File: config.mk
export PLATFORM = sky130hd
export DESIGN_NAME = switch_global_regs
export DESIGN_NICKNAME = d
export VERILOG_FILES = /design/src/regdec_pkg.sv /design/src/addr_decoder.sv /design/src/power_event_out.sv /design/src/switch_global_regs.sv
export VERILOG_INCLUDE_DIRS = /design/src
export SDC_FILE = /design/constraint.sdc
export NUM_CORES = 1
export LEC_CHECK = 0
export ABC_AREA = 1
export BUFFER_PORTS_ARGS = -buffer_cell sky130_fd_sc_hd__buf_4
export CELL_PAD_IN_SITES_DETAIL_PLACEMENT = 0
export CELL_PAD_IN_SITES_GLOBAL_PLACEMENT = 2
export CORE_ASPECT_RATIO = 1.75
export CORE_MARGIN = 4
export CORE_UTILIZATION = 32
export DETAILED_ROUTE_END_ITERATION = 8
export PLACE_DENSITY = 0.88
export SYNTH_ARGS = -nofsm -noshare
export SYNTH_HDL_FRONTEND = slang
export SYNTH_HIERARCHICAL = 1
export SYNTH_SLANG_ARGS = --single-unit
File: constraint.sdc
create_clock -name core_clk -period 3.2 [get_ports core_clk]
set_input_delay 0.48 -clock core_clk [delete_from_list [all_inputs] [get_ports core_clk]]
set_output_delay 0.48 -clock core_clk [all_outputs]
set_load 0.005 [all_outputs]
File: src/regdec_defines.svh
`ifndef REGDEC_DEFINES_SVH
`define REGDEC_DEFINES_SVH

// ----------------------------------------
// Global operation control offsets
// ----------------------------------------
`define OFF_FIXED_ID        16'h0000
`define OFF_CHIP_ID_UPPER   16'h0001
`define OFF_CHIP_ID_LOWER   16'h0002
`define OFF_REV_SOFT_RST    16'h0003
`define OFF_PWR_EVT_CTRL    16'h0006
`define OFF_GLB_INT_STATUS  16'h0010
`define OFF_GLB_INT_MASK    16'h0014

// ----------------------------------------
// Address fields
// ----------------------------------------
`define ADDR_PORT_MSB       15
`define ADDR_PORT_LSB       12
`define ADDR_PAGE_MSB       11
`define ADDR_PAGE_LSB       8
`define ADDR_INDEX_MSB      7
`define ADDR_INDEX_LSB      0
`define ADDR_TOP_BIT        15

// ----------------------------------------
// Field positions and reset values
// ----------------------------------------
`define SOFT_RST_BIT        0
`define REV_MSB             7
`define REV_LSB             4
`define PWR_EVT_EN_BIT      1
`define PWR_EVT_POL_BIT     0
`define INT_LOOKUP_BIT      31
`define INT_TRIGGER_BIT     30
`define INT_TIMEOUT_MSB     29
`define SOFT_RST_RESET      1'b0
`define PWR_EVT_CTRL_RESET  2'h0
`define INT_MASK_RESET      32'h0000_0000

// ----------------------------------------
// Decode limits
// ----------------------------------------
`define GLOBAL_PORT         4'h0
`define LAST_PORT           4'h7
`define LAST_GLOBAL_PAGE    4'h5
`define PAGE_PHY            4'h1
`define PAGE_MAC_IF         4'h3

`endif

File: src/regdec_pkg.sv
package regdec_pkg;

    typedef enum logic [3:0] {
        GRP_OPERATION = 4'h0,
        GRP_IO        = 4'h1,
        GRP_PHY_CTL   = 4'h2,
        GRP_SWITCH    = 4'h3,
        GRP_LOOKUP    = 4'h4,
        GRP_PTP       = 4'h5,
        GRP_PORT_PHY  = 4'h6,
        GRP_PORT_MAC  = 4'h7,
        GRP_PORT_OTH  = 4'h8,
        GRP_RESERVED  = 4'h9,
        GRP_BAD_PORT  = 4'hA
    } group_e;

    typedef struct packed {
        logic [3:0] port;
        logic [3:0] page;
        logic [7:0] index;
    } reg_addr_s;

    typedef struct packed {
        group_e     group;
        logic       is_global;
        logic       reserved;
        logic [3:0] port;
        logic [7:0] index;
    } decode_s;

    typedef struct packed {
        logic       valid;
        logic       write;
        logic       from_mdio;
        logic [15:0] addr;
        logic [7:0] wdata;
    } byte_req_s;

    typedef enum logic [1:0] {
        OUT_IDLE   = 2'b00,
        OUT_ACTIVE = 2'b01
    } pin_state_e;

endpackage

File: src/addr_decoder.sv
`timescale 1ns/100ps
`include "regdec_defines.svh"

module addr_decoder
    import regdec_pkg::*;
(
    input  wire logic [15:0] addr,
    output decode_s          dec
);

    reg_addr_s fields;

    always_comb begin
        fields = reg_addr_s'(addr);
        dec           = '0;
        dec.port      = fields.port;
        dec.index     = fields.index;
        dec.is_global = (fields.port == `GLOBAL_PORT);
        dec.group     = GRP_RESERVED;
        dec.reserved  = 1'b1;
        if (dec.is_global) begin
            if (fields.page <= `LAST_GLOBAL_PAGE) begin
                dec.group    = group_e'(fields.page);
                dec.reserved = 1'b0;
            end
        end else if (fields.port <= `LAST_PORT) begin
            unique case (fields.page)
                4'h1: begin
                    dec.group    = GRP_PORT_PHY;
                    dec.reserved = 1'b0;
                end
                4'h3: begin
                    dec.group    = GRP_PORT_MAC;
                    dec.reserved = 1'b0;
                end
                4'h2, 4'h7, 4'hD, 4'hE, 4'hF: begin
                    dec.group    = GRP_RESERVED;
                    dec.reserved = 1'b1;
                end
                default: begin
                    dec.group    = GRP_PORT_OTH;
                    dec.reserved = 1'b0;
                end
            endcase
        end else begin
            dec.group = GRP_BAD_PORT;
        end
    end

endmodule

File: src/power_event_out.sv
`timescale 1ns/100ps
`include "regdec_defines.svh"

module power_event_out
    import regdec_pkg::*;
(
    input  wire logic core_clk,
    input  wire logic sys_rst,
    input  wire logic enable,
    input  wire logic active_high,
    input  wire logic request,
    output logic      pin_out,
    output logic      pin_oe_n
);

    pin_state_e state_reg;
    pin_state_e state_next;

    always_comb begin
        state_next = (enable && request) ? OUT_ACTIVE : OUT_IDLE;
    end

    always_ff @(posedge core_clk or posedge sys_rst) begin
        if (sys_rst) begin
            state_reg <= OUT_IDLE;
        end else begin
            state_reg <= state_next;
        end
    end

    // Registered so the pin never glitches on decode changes
    always_ff @(posedge core_clk or posedge sys_rst) begin
        if (sys_rst) begin
            pin_out  <= 1'b1;
            pin_oe_n <= 1'b1;
        end else begin
            pin_oe_n <= ~enable;
            unique case (state_next)
                OUT_ACTIVE: pin_out <= active_high;
                OUT_IDLE:   pin_out <= ~active_high;
                default:    pin_out <= ~active_high;
            endcase
        end
    end

endmodule

File: src/switch_global_regs.sv
`timescale 1ns/100ps
`include "regdec_defines.svh"

// How it works
// - Address splits into 4-bit port, 4-bit page, 8-bit index.
// - Ports 1 to 7 address port space; port zero is global.
// - Every register byte is accessed alone, in any order.
// - Wide registers are big-endian: MSB at lowest address.
// - All management paths move one byte per access.
// - Accesses arriving over MDIO never touch switch registers.
// - Global pages 0 to 5 decode to groups; 6 to F reserved.
// - Port page 1 is PHY, 3 is MAC interface; 2,7,D-F reserved.
// - Fixed byte at 0, 16-bit chip identifier at 1 and 2.
// - Offset 3 holds revision in bits 7:4; bits 3:1 read-only.
// - Bit 0 of offset 3 holds datapath in reset; not self-clearing.
// - Bit 1 at offset 6 enables power-event pin; resets disabled.
// - Bit 0 at offset 6 picks pin polarity; zero is active low.
// - Status bit 31 lookup engine, bit 30 trigger/timestamp unit.
// - Status bits 29:0 report bus access timeouts, reset zero.
// - A status bit requests an interrupt only when unmasked.
// - Mask at 0x0014: zero enables, one disables, resets zero.

module switch_global_regs
    import regdec_pkg::*;
#(
    parameter logic [7:0] FIXED_ID_VALUE = 8'hA5, // Arbitrary value
    parameter logic [15:0] CHIP_ID_VALUE = 16'h1234, // Arbitrary value
    parameter logic [3:0] REVISION_VALUE = 4'h1, // Arbitrary value
    parameter int         TIMEOUT_SRCS   = 30
)
(
    input  wire logic        core_clk,
    input  wire logic        sys_rst,
    input  wire logic        req_valid,
    input  wire logic        req_write,
    input  wire logic        req_from_mdio,
    input  wire logic [15:0] req_addr,
    input  wire logic [7:0]  req_wdata,
    output logic [7:0]       rsp_rdata,
    output logic             rsp_valid,
    output logic             rsp_reserved,
    output logic             rsp_port_access,
    output logic [3:0]       rsp_group,
    input  wire logic        lookup_engine_irq,
    input  wire logic        trigger_unit_irq,
    input  wire logic [TIMEOUT_SRCS-1:0] timeout_irq,
    output logic             datapath_reset,
    output logic             power_event_pin_out,
    output logic             power_event_pin_oe_n
);

    // ----------------------------------------
    // Elaboration checks
    // ----------------------------------------
    if (TIMEOUT_SRCS != 30) begin : g_bad_width
        $error("timeout source count must be 30");
    end

    // ----------------------------------------
    // Decode
    // ----------------------------------------
    byte_req_s req;
    decode_s   dec;
    logic      op_space;
    logic      wr_en;
    logic      rd_en;

    assign req = '{valid: req_valid, write: req_write,
                   from_mdio: req_from_mdio, addr: req_addr,
                   wdata: req_wdata};

    addr_decoder u_dec (
        .addr (req.addr),
        .dec  (dec)
    );

    assign op_space = dec.is_global && (dec.group == GRP_OPERATION);
    assign wr_en = req.valid && req.write && !req.from_mdio && op_space;
    assign rd_en = req.valid && !req.write && !req.from_mdio;

    // ----------------------------------------
    // Writable state
    // ----------------------------------------
    logic        soft_rst_reg;
    logic [1:0]  pwr_evt_ctrl_reg;
    logic [31:0] int_mask_reg;
    logic [31:0] int_status_reg;
    logic [31:0] int_status_next;
    logic [1:0]  mask_lane;

    always_ff @(posedge core_clk or posedge sys_rst) begin
        if (sys_rst) begin
            soft_rst_reg <= `SOFT_RST_RESET;
        end else if (wr_en && dec.index == 8'(`OFF_REV_SOFT_RST)) begin
            soft_rst_reg <= req.wdata[`SOFT_RST_BIT];
        end
    end

    // Register contents survive the soft reset by design
    assign datapath_reset = soft_rst_reg;

    always_ff @(posedge core_clk or posedge sys_rst) begin
        if (sys_rst) begin
            pwr_evt_ctrl_reg <= `PWR_EVT_CTRL_RESET;
        end else if (wr_en && dec.index == 8'(`OFF_PWR_EVT_CTRL)) begin
            pwr_evt_ctrl_reg <= req.wdata[1:0];
        end
    end

    assign mask_lane = 2'(dec.index - 8'(`OFF_GLB_INT_MASK));

    always_ff @(posedge core_clk or posedge sys_rst) begin
        if (sys_rst) begin
            int_mask_reg <= `INT_MASK_RESET;
        end else if (wr_en && dec.index[7:2] == 6'h05) begin
            int_mask_reg[8*(3-mask_lane) +: 8] <= req.wdata;
        end
    end

    // ----------------------------------------
    // Interrupt status
    // ----------------------------------------
    // Source levels
    // Timeout bits
    // Reflects source levels; sources clear at their own registers
    always_comb begin
        int_status_next = '0;
        int_status_next[`INT_LOOKUP_BIT]  = lookup_engine_irq;
        int_status_next[`INT_TRIGGER_BIT] = trigger_unit_irq;
        int_status_next[`INT_TIMEOUT_MSB:0] = timeout_irq;
    end

    always_ff @(posedge core_clk or posedge sys_rst) begin
        if (sys_rst) begin
            int_status_reg <= '0;
        end else begin
            int_status_reg <= int_status_next;
        end
    end

    logic int_request;
    assign int_request = |(int_status_reg & ~int_mask_reg);

    power_event_out u_pin (
        .core_clk    (core_clk),
        .sys_rst     (sys_rst),
        .enable      (pwr_evt_ctrl_reg[`PWR_EVT_EN_BIT]),
        .active_high (pwr_evt_ctrl_reg[`PWR_EVT_POL_BIT]),
        .request     (int_request),
        .pin_out     (power_event_pin_out),
        .pin_oe_n    (power_event_pin_oe_n)
    );

    // ----------------------------------------
    // Read path
    // ----------------------------------------
    logic [7:0] rd_byte;
    logic [1:0] lane;

    assign lane = dec.index[1:0];

    always_comb begin
        rd_byte = 8'h00;
        if (op_space) begin
            unique case (dec.index)
                8'h00: rd_byte = FIXED_ID_VALUE;
                8'h01: rd_byte = CHIP_ID_VALUE[15:8];
                8'h02: rd_byte = CHIP_ID_VALUE[7:0];
                8'h03: rd_byte = {REVISION_VALUE, 3'h0, soft_rst_reg};
                8'h06: rd_byte = {6'h00, pwr_evt_ctrl_reg};
                8'h10, 8'h11, 8'h12, 8'h13:
                    rd_byte = int_status_reg[8*(3-lane) +: 8];
                8'h14, 8'h15, 8'h16, 8'h17:
                    rd_byte = int_mask_reg[8*(3-lane) +: 8];
                default: rd_byte = 8'h00;
            endcase
        end
    end

    always_ff @(posedge core_clk or posedge sys_rst) begin
        if (sys_rst) begin
            rsp_rdata       <= 8'h00;
            rsp_valid       <= 1'b0;
            rsp_reserved    <= 1'b0;
            rsp_port_access <= 1'b0;
            rsp_group       <= 4'h0;
        end else begin
            rsp_valid <= req.valid && !req.from_mdio;
            if (req.valid && !req.from_mdio) begin
                rsp_rdata       <= rd_en ? rd_byte : 8'h00;
                rsp_reserved    <= dec.reserved;
                rsp_port_access <= !dec.is_global;
                rsp_group       <= dec.group;
            end
        end
    end

endmodule

# Word level (Yosys, flattened, before mapping)
# Cells that the tools add are included.
op_classes:
  n_addsub: 4
  n_lt_le_gt_ge: 2
  n_eq_ne: 21
  n_shift: 4
  n_mux: 14
  n_bitwise: 4
  reduce_logical: 21
ops:
  columns: ["operator", "count"]
  rows:
  - ["32-bit by 33-bit variable part select with 8-bit output", 2]
  - ["8-bit by 5-bit == test with 1-bit output, second input constant", 8]
  - ["8-bit one-hot mux with 7 select lines", 1]
  - ["32-bit negation with 34-bit output", 1]
  - ["8-bit by 34-bit variable shift with 32-bit output, first input constant", 1]
  - ["8-bit by 34-bit variable part select with 32-bit output", 1]
  - ["32-bit bitwise AND", 1]
  - ["32-bit bitwise mux", 1]
  - ["32-bit NOT", 1]
  - ["32-bit OR reduction", 1]
  - ["8-bit by 2-bit == test with 1-bit output, second input constant", 2]
  - ["8-bit two-way mux", 2]
  - ["4-bit == test, second input constant", 3]
  - ["4-bit two-way mux", 3]
  - ["4-bit one-hot mux with 3 select lines", 1]
  - ["1-bit logical AND", 11]
  - ["4-bit by 2-bit == test with 1-bit output, second input constant", 2]
  - ["8-bit by 1-bit == test with 1-bit output, second input constant", 1]
  - ["8-bit by 3-bit == test with 1-bit output, second input constant", 1]
  - ["4-bit by 3-bit <= comparator with 1-bit output, second input constant", 2]
  - ["4-bit logical NOT", 2]
  - ["8-bit logical NOT", 1]
  - ["4-bit OR reduction", 2]
  - ["6-bit by 3-bit == test with 1-bit output, second input constant", 1]
  - ["other kinds (9)", 18]
word_totals:
  ff_bits: 84
  in_bits: 61
  elab_cells: 81

# Longest topological paths before layout
logic_depth:
  word_depth: 9
  depth_mapped: 17
  ltp_nobuf: 13

# Hierarchy
# The synthesis kept the hierarchy.
modules_own_cells:
  columns: ["module", "instances", "cells_per_inst", "area_each_um2", "seq_area_each_um2"]
  rows:
  - ["switch_global_regs", 1, 511, 4129.0, 2052.0]
  - ["addr_decoder", 1, 44, 240.2, 0.0]
  - ["power_event_out", 1, 9, 80.1, 52.6]

# Worst setup path before layout
# OpenSTA, ideal clock, no wires.
synth_path:
  path_type: "input-to-reg"
  startpoint: "in req_addr[0]"
  endpoint: "reg rsp_rdata[2]"
  arrival_ns: 2.542
  setup_slack_ns: 0.541
  stages: 17
  path_cell_list: "buf_4 > clkbuf_1 > inv_1 > clkbuf_1 > buf_2 > ha_1 > nor2_1 > nand2_1 > nand3_1 > clkbuf_1 > nand2_1 > nand3_1 > nand3_1 > nand3_1 > nand2_1 > nand2_1 > nand2_1"
synth_via:
  elab_chain_len: 5
  elab_cells_between_ends: 21
  cone_classes: "add/sub (1); eq/ne (12); shift (2); mux (3); reduce/logical (3)"
synth_lines:
  columns: ["element", "line_no", "source"]
  rows:
  - ["start, declared", "switch_global_regs.sv:37", "input wire logic [15:0] req_addr,"]
  - ["2-bit by 2-bit subtractor with 3-bit output or 8-bit by 5-bit == test with 1-bit output (tied branches)", "switch_global_regs.sv:172, switch_global_regs.sv:174, switch_global_regs.sv:165", null]
  - ["32-bit by 33-bit variable part select with 8-bit output (tied with other cells)", "switch_global_regs.sv:174", "rd_byte = int_mask_reg[8*(3-lane) +: 8];"]
  - ["8-bit one-hot mux with 7 select lines (*)", "switch_global_regs.sv:165", "unique case (dec.index)"]
  - ["8-bit two-way mux (*)", "switch_global_regs.sv:164", "if (op_space) begin"]
  - ["8-bit two-way mux (*)", "switch_global_regs.sv:190", "rsp_rdata <= rd_en ? rd_byte : 8'h00;"]
  - ["end signal, assigned", "switch_global_regs.sv:190", null]
  - ["end, declared", "switch_global_regs.sv:39", "output logic [7:0] rsp_rdata,"]
# Every way passes the cells marked *; elsewhere a longest branch is shown, timed or not.
# A chain may end at the register's enable or synchronous reset.

==> impl_metrics.py <==
metrics = {
    "logic_synthesis": {
        "syn_inst": 560,
        "synth_warnings": 6,
        "syn-cell-area_um2": 4420,
        "syn_avg_cell_area_um2": 7.89,
        "synth_nets": 625,
    },
    "detailed_routing": {
        "ant_nets": 0,
        "vias_per_cell": 5.00,
        "totalWireLength_um": 14000,
        "wirelength_met1_um": 5340,
        "top_layer": "met4",
        "met3_length_um": 609,
        "first_pass_iters": 6,
        "route.met2.wl_um": 7660,
        "num_vias": 4041,
        "drt_iter0_drc": 397,
        "drt-wirelength-per-cell_um": 17.4,
        "drc": 0,
    },
    "sta": {
        "rsz0062_at_grt": "no",
        "hold_viol": 0,
        "fin_tns_setup_ns": 0,
        "fin_crit_ns": 2.19,
        "finalMaxSlewViolations": 0,
        "slew_headroom_pct": 41.5,
        "tightest_slew_ns": 0.878,
        "fin_crit_sh_pct": 68.3,
        "finClkSkew_ns": 0.00509,
        "setup_viol": 0,
        "fmax_mhz": 458,
    },
    "die": {
        "die_h_um": 163,
        "placeableCoreArea_um2": 13500,
        "die_area_um2": 15800,
        "fp.dieW_um": 96.8,
        "initial_utilization_pct": 32.8,
        "ios": 79,
        "fp-row-count": 56,
    },
    "clock_tree": {
        "cts_tree": "yes",
        "clockBufferDepth": 2,
        "htreeDepth": 3,
        "cts_resized": 0,
        "postCtsHoldBufs": 0,
        "insertion_delay_ns": 0.34,
        "cts_root_buf": "clkbuf_16",
        "cts_inserted_buffers": 9,
        "cts_sinks": 84,
        "clk_pin_slew_ns": 0.06,
        "cts_setup_buffers": 0,
    },
    "worst_setup_path": {
        "crit_path_max_fanout": 16,
        "cpMostUsedCell": "nor2_2",
        "cp_data_required_time_ns": 3.46,
        "path_cells": "buf_4, nor2_2, nand3_2, nor2_2, a21oi_1, nor3_2, nand3_1, nor3b_4, nand2_4, nor2_4, nand4_1, o21ai_0",
        "slowest_delay_ns": 0.33,
        "ff2ff_setup_slack_ns": 1.54,
        "cp-end-kind": "flop",
        "cp.buffers_inverters": 1,
        "start_kind": "input pin",
        "critPathSlowestCell": "nor3b_4",
        "worst_ep_arrival_time_ns": 2.44,
        "crit_type": "in -> reg",
        "path_delay_family": "simple AND/OR/NAND/NOR gates",
    },
    "run_status": {
        "status": "finished clean",
    },
    "flow_run": {
        "maxCapViolations": 0,
    },
    "grt": {
        "overflow": 0,
        "grt_pass1_vias": 4186,
        "grtUsageTotal_pct": 18.1,
        "antenna_found_initial": 0,
        "grt_pass1_wl_um": 22400,
        "grt_max_degree": 49,
    },
    "final_layout": {
        "fin_nets": 695,
        "drive_above_1_share_pct": 20.2,
        "fillers": 1417,
        "syn2layout_area_growth_pct": 24.0,
        "antenna_cells": 0,
    },
    "power": {
        "leakage_nw": 2.79,
        "ir_drop_v": 0.000271,
        "power_density_nw_per_um2": 461,
        "power_mw": 2.52,
    },
    "placement": {
        "gp_congestion": 0.910,
        "portBuffers": 78,
        "hpwl_um": 10500,
    },
    "worst_hold_path": {
        "hp-class": "in -> async",
    },
}
-- cells in the final DEF, fill, tap and decap left out, types with 3 or more instances in the layout --
cell type and n:
a21oi_1 6, buf_4 89, clkbuf_16 9, dfrtp_1 82, ha_1 4, inv_1 88, inv_2 4, nand2_1 127
nand3_1 60, nand4_1 45, nor2_1 17, nor2_2 3, nor2_4 6, nor3_1 6, nor4_1 4, o21ai_0 44
o21ai_1 7, o22ai_1 5, o31ai_1 8
-- power by group --
part / switching [mW] / leakage, nW / internal (mW)
registers: 0.0141 / 0.956 / 1.09
clock network: 0.425 / 0.153 / 0.705
logic: 0.178 / 1.68 / 0.111
-- worst reg2reg max path: stages, from the launching register on --
cell     delay [ns]
dfrtp_1        0.38
nand2_1        0.07
o21ai_0        0.20
nor4_1         0.44
nand4_1        0.27
nand2_1        0.13
nand2_1        0.05
nand2_1        0.06
-- through the flow --
step | util (%) | std cells | cell area (um2) | worst slack [ns] | hold slack [ns]
after floorplan | - | 560 | 4420 | 0.541 | 0.392
after global placement | 38.4 | 793 | 5160 | 0.707 | 0.464
after detailed placement | 38.4 | 793 | 5160 | 0.667 | 0.466
after CTS | 40.7 | 809 | 5480 | 1.03 | 0.159
after global routing | 40.7 | 809 | 5480 | 0.767 | 0.168
final | 40.7 | 809 | 5480 | 1.01 | 0.175
-- path summary, 6_finish.rpt --
path	from	endpoint	depth (start not counted)
hold reg to reg	rsp_reserved	rsp_reserved	2
setup / recovery	req_addr[12]	int_mask_reg[27]	12
hold / removal	sys_rst	u_pin/pin_oe_n	2
min in group core_clk	timeout_irq[21]	int_status_reg[21]	1
setup reg to reg	int_status_reg[14]	u_pin/pin_out	7
max in group asynchronous	sys_rst	int_status_reg[15]	3
-- routing by layer --
metal  vias up  GRT usage, %
li1       1970             -
met1      1910          20.0
met2       133          33.6
met3        28          2.91
met4         0          7.99
met5         -             0
-- final cells by class --
type / instances / area (um2) / share of cell area [%]
inverters: 94 / 354 / 6.46
flip-flops and latches: 84 / 2100 / 38.4
well taps: 174 / 218 / 3.97
clock inverters: 4 / 72.6 / 1.32
clock buffers: 12 / 246 / 4.50
multi-input cells: 350 / 1780 / 32.4
repair buffers: 91 / 708 / 12.9
Power figures use the tool's default switching activity.
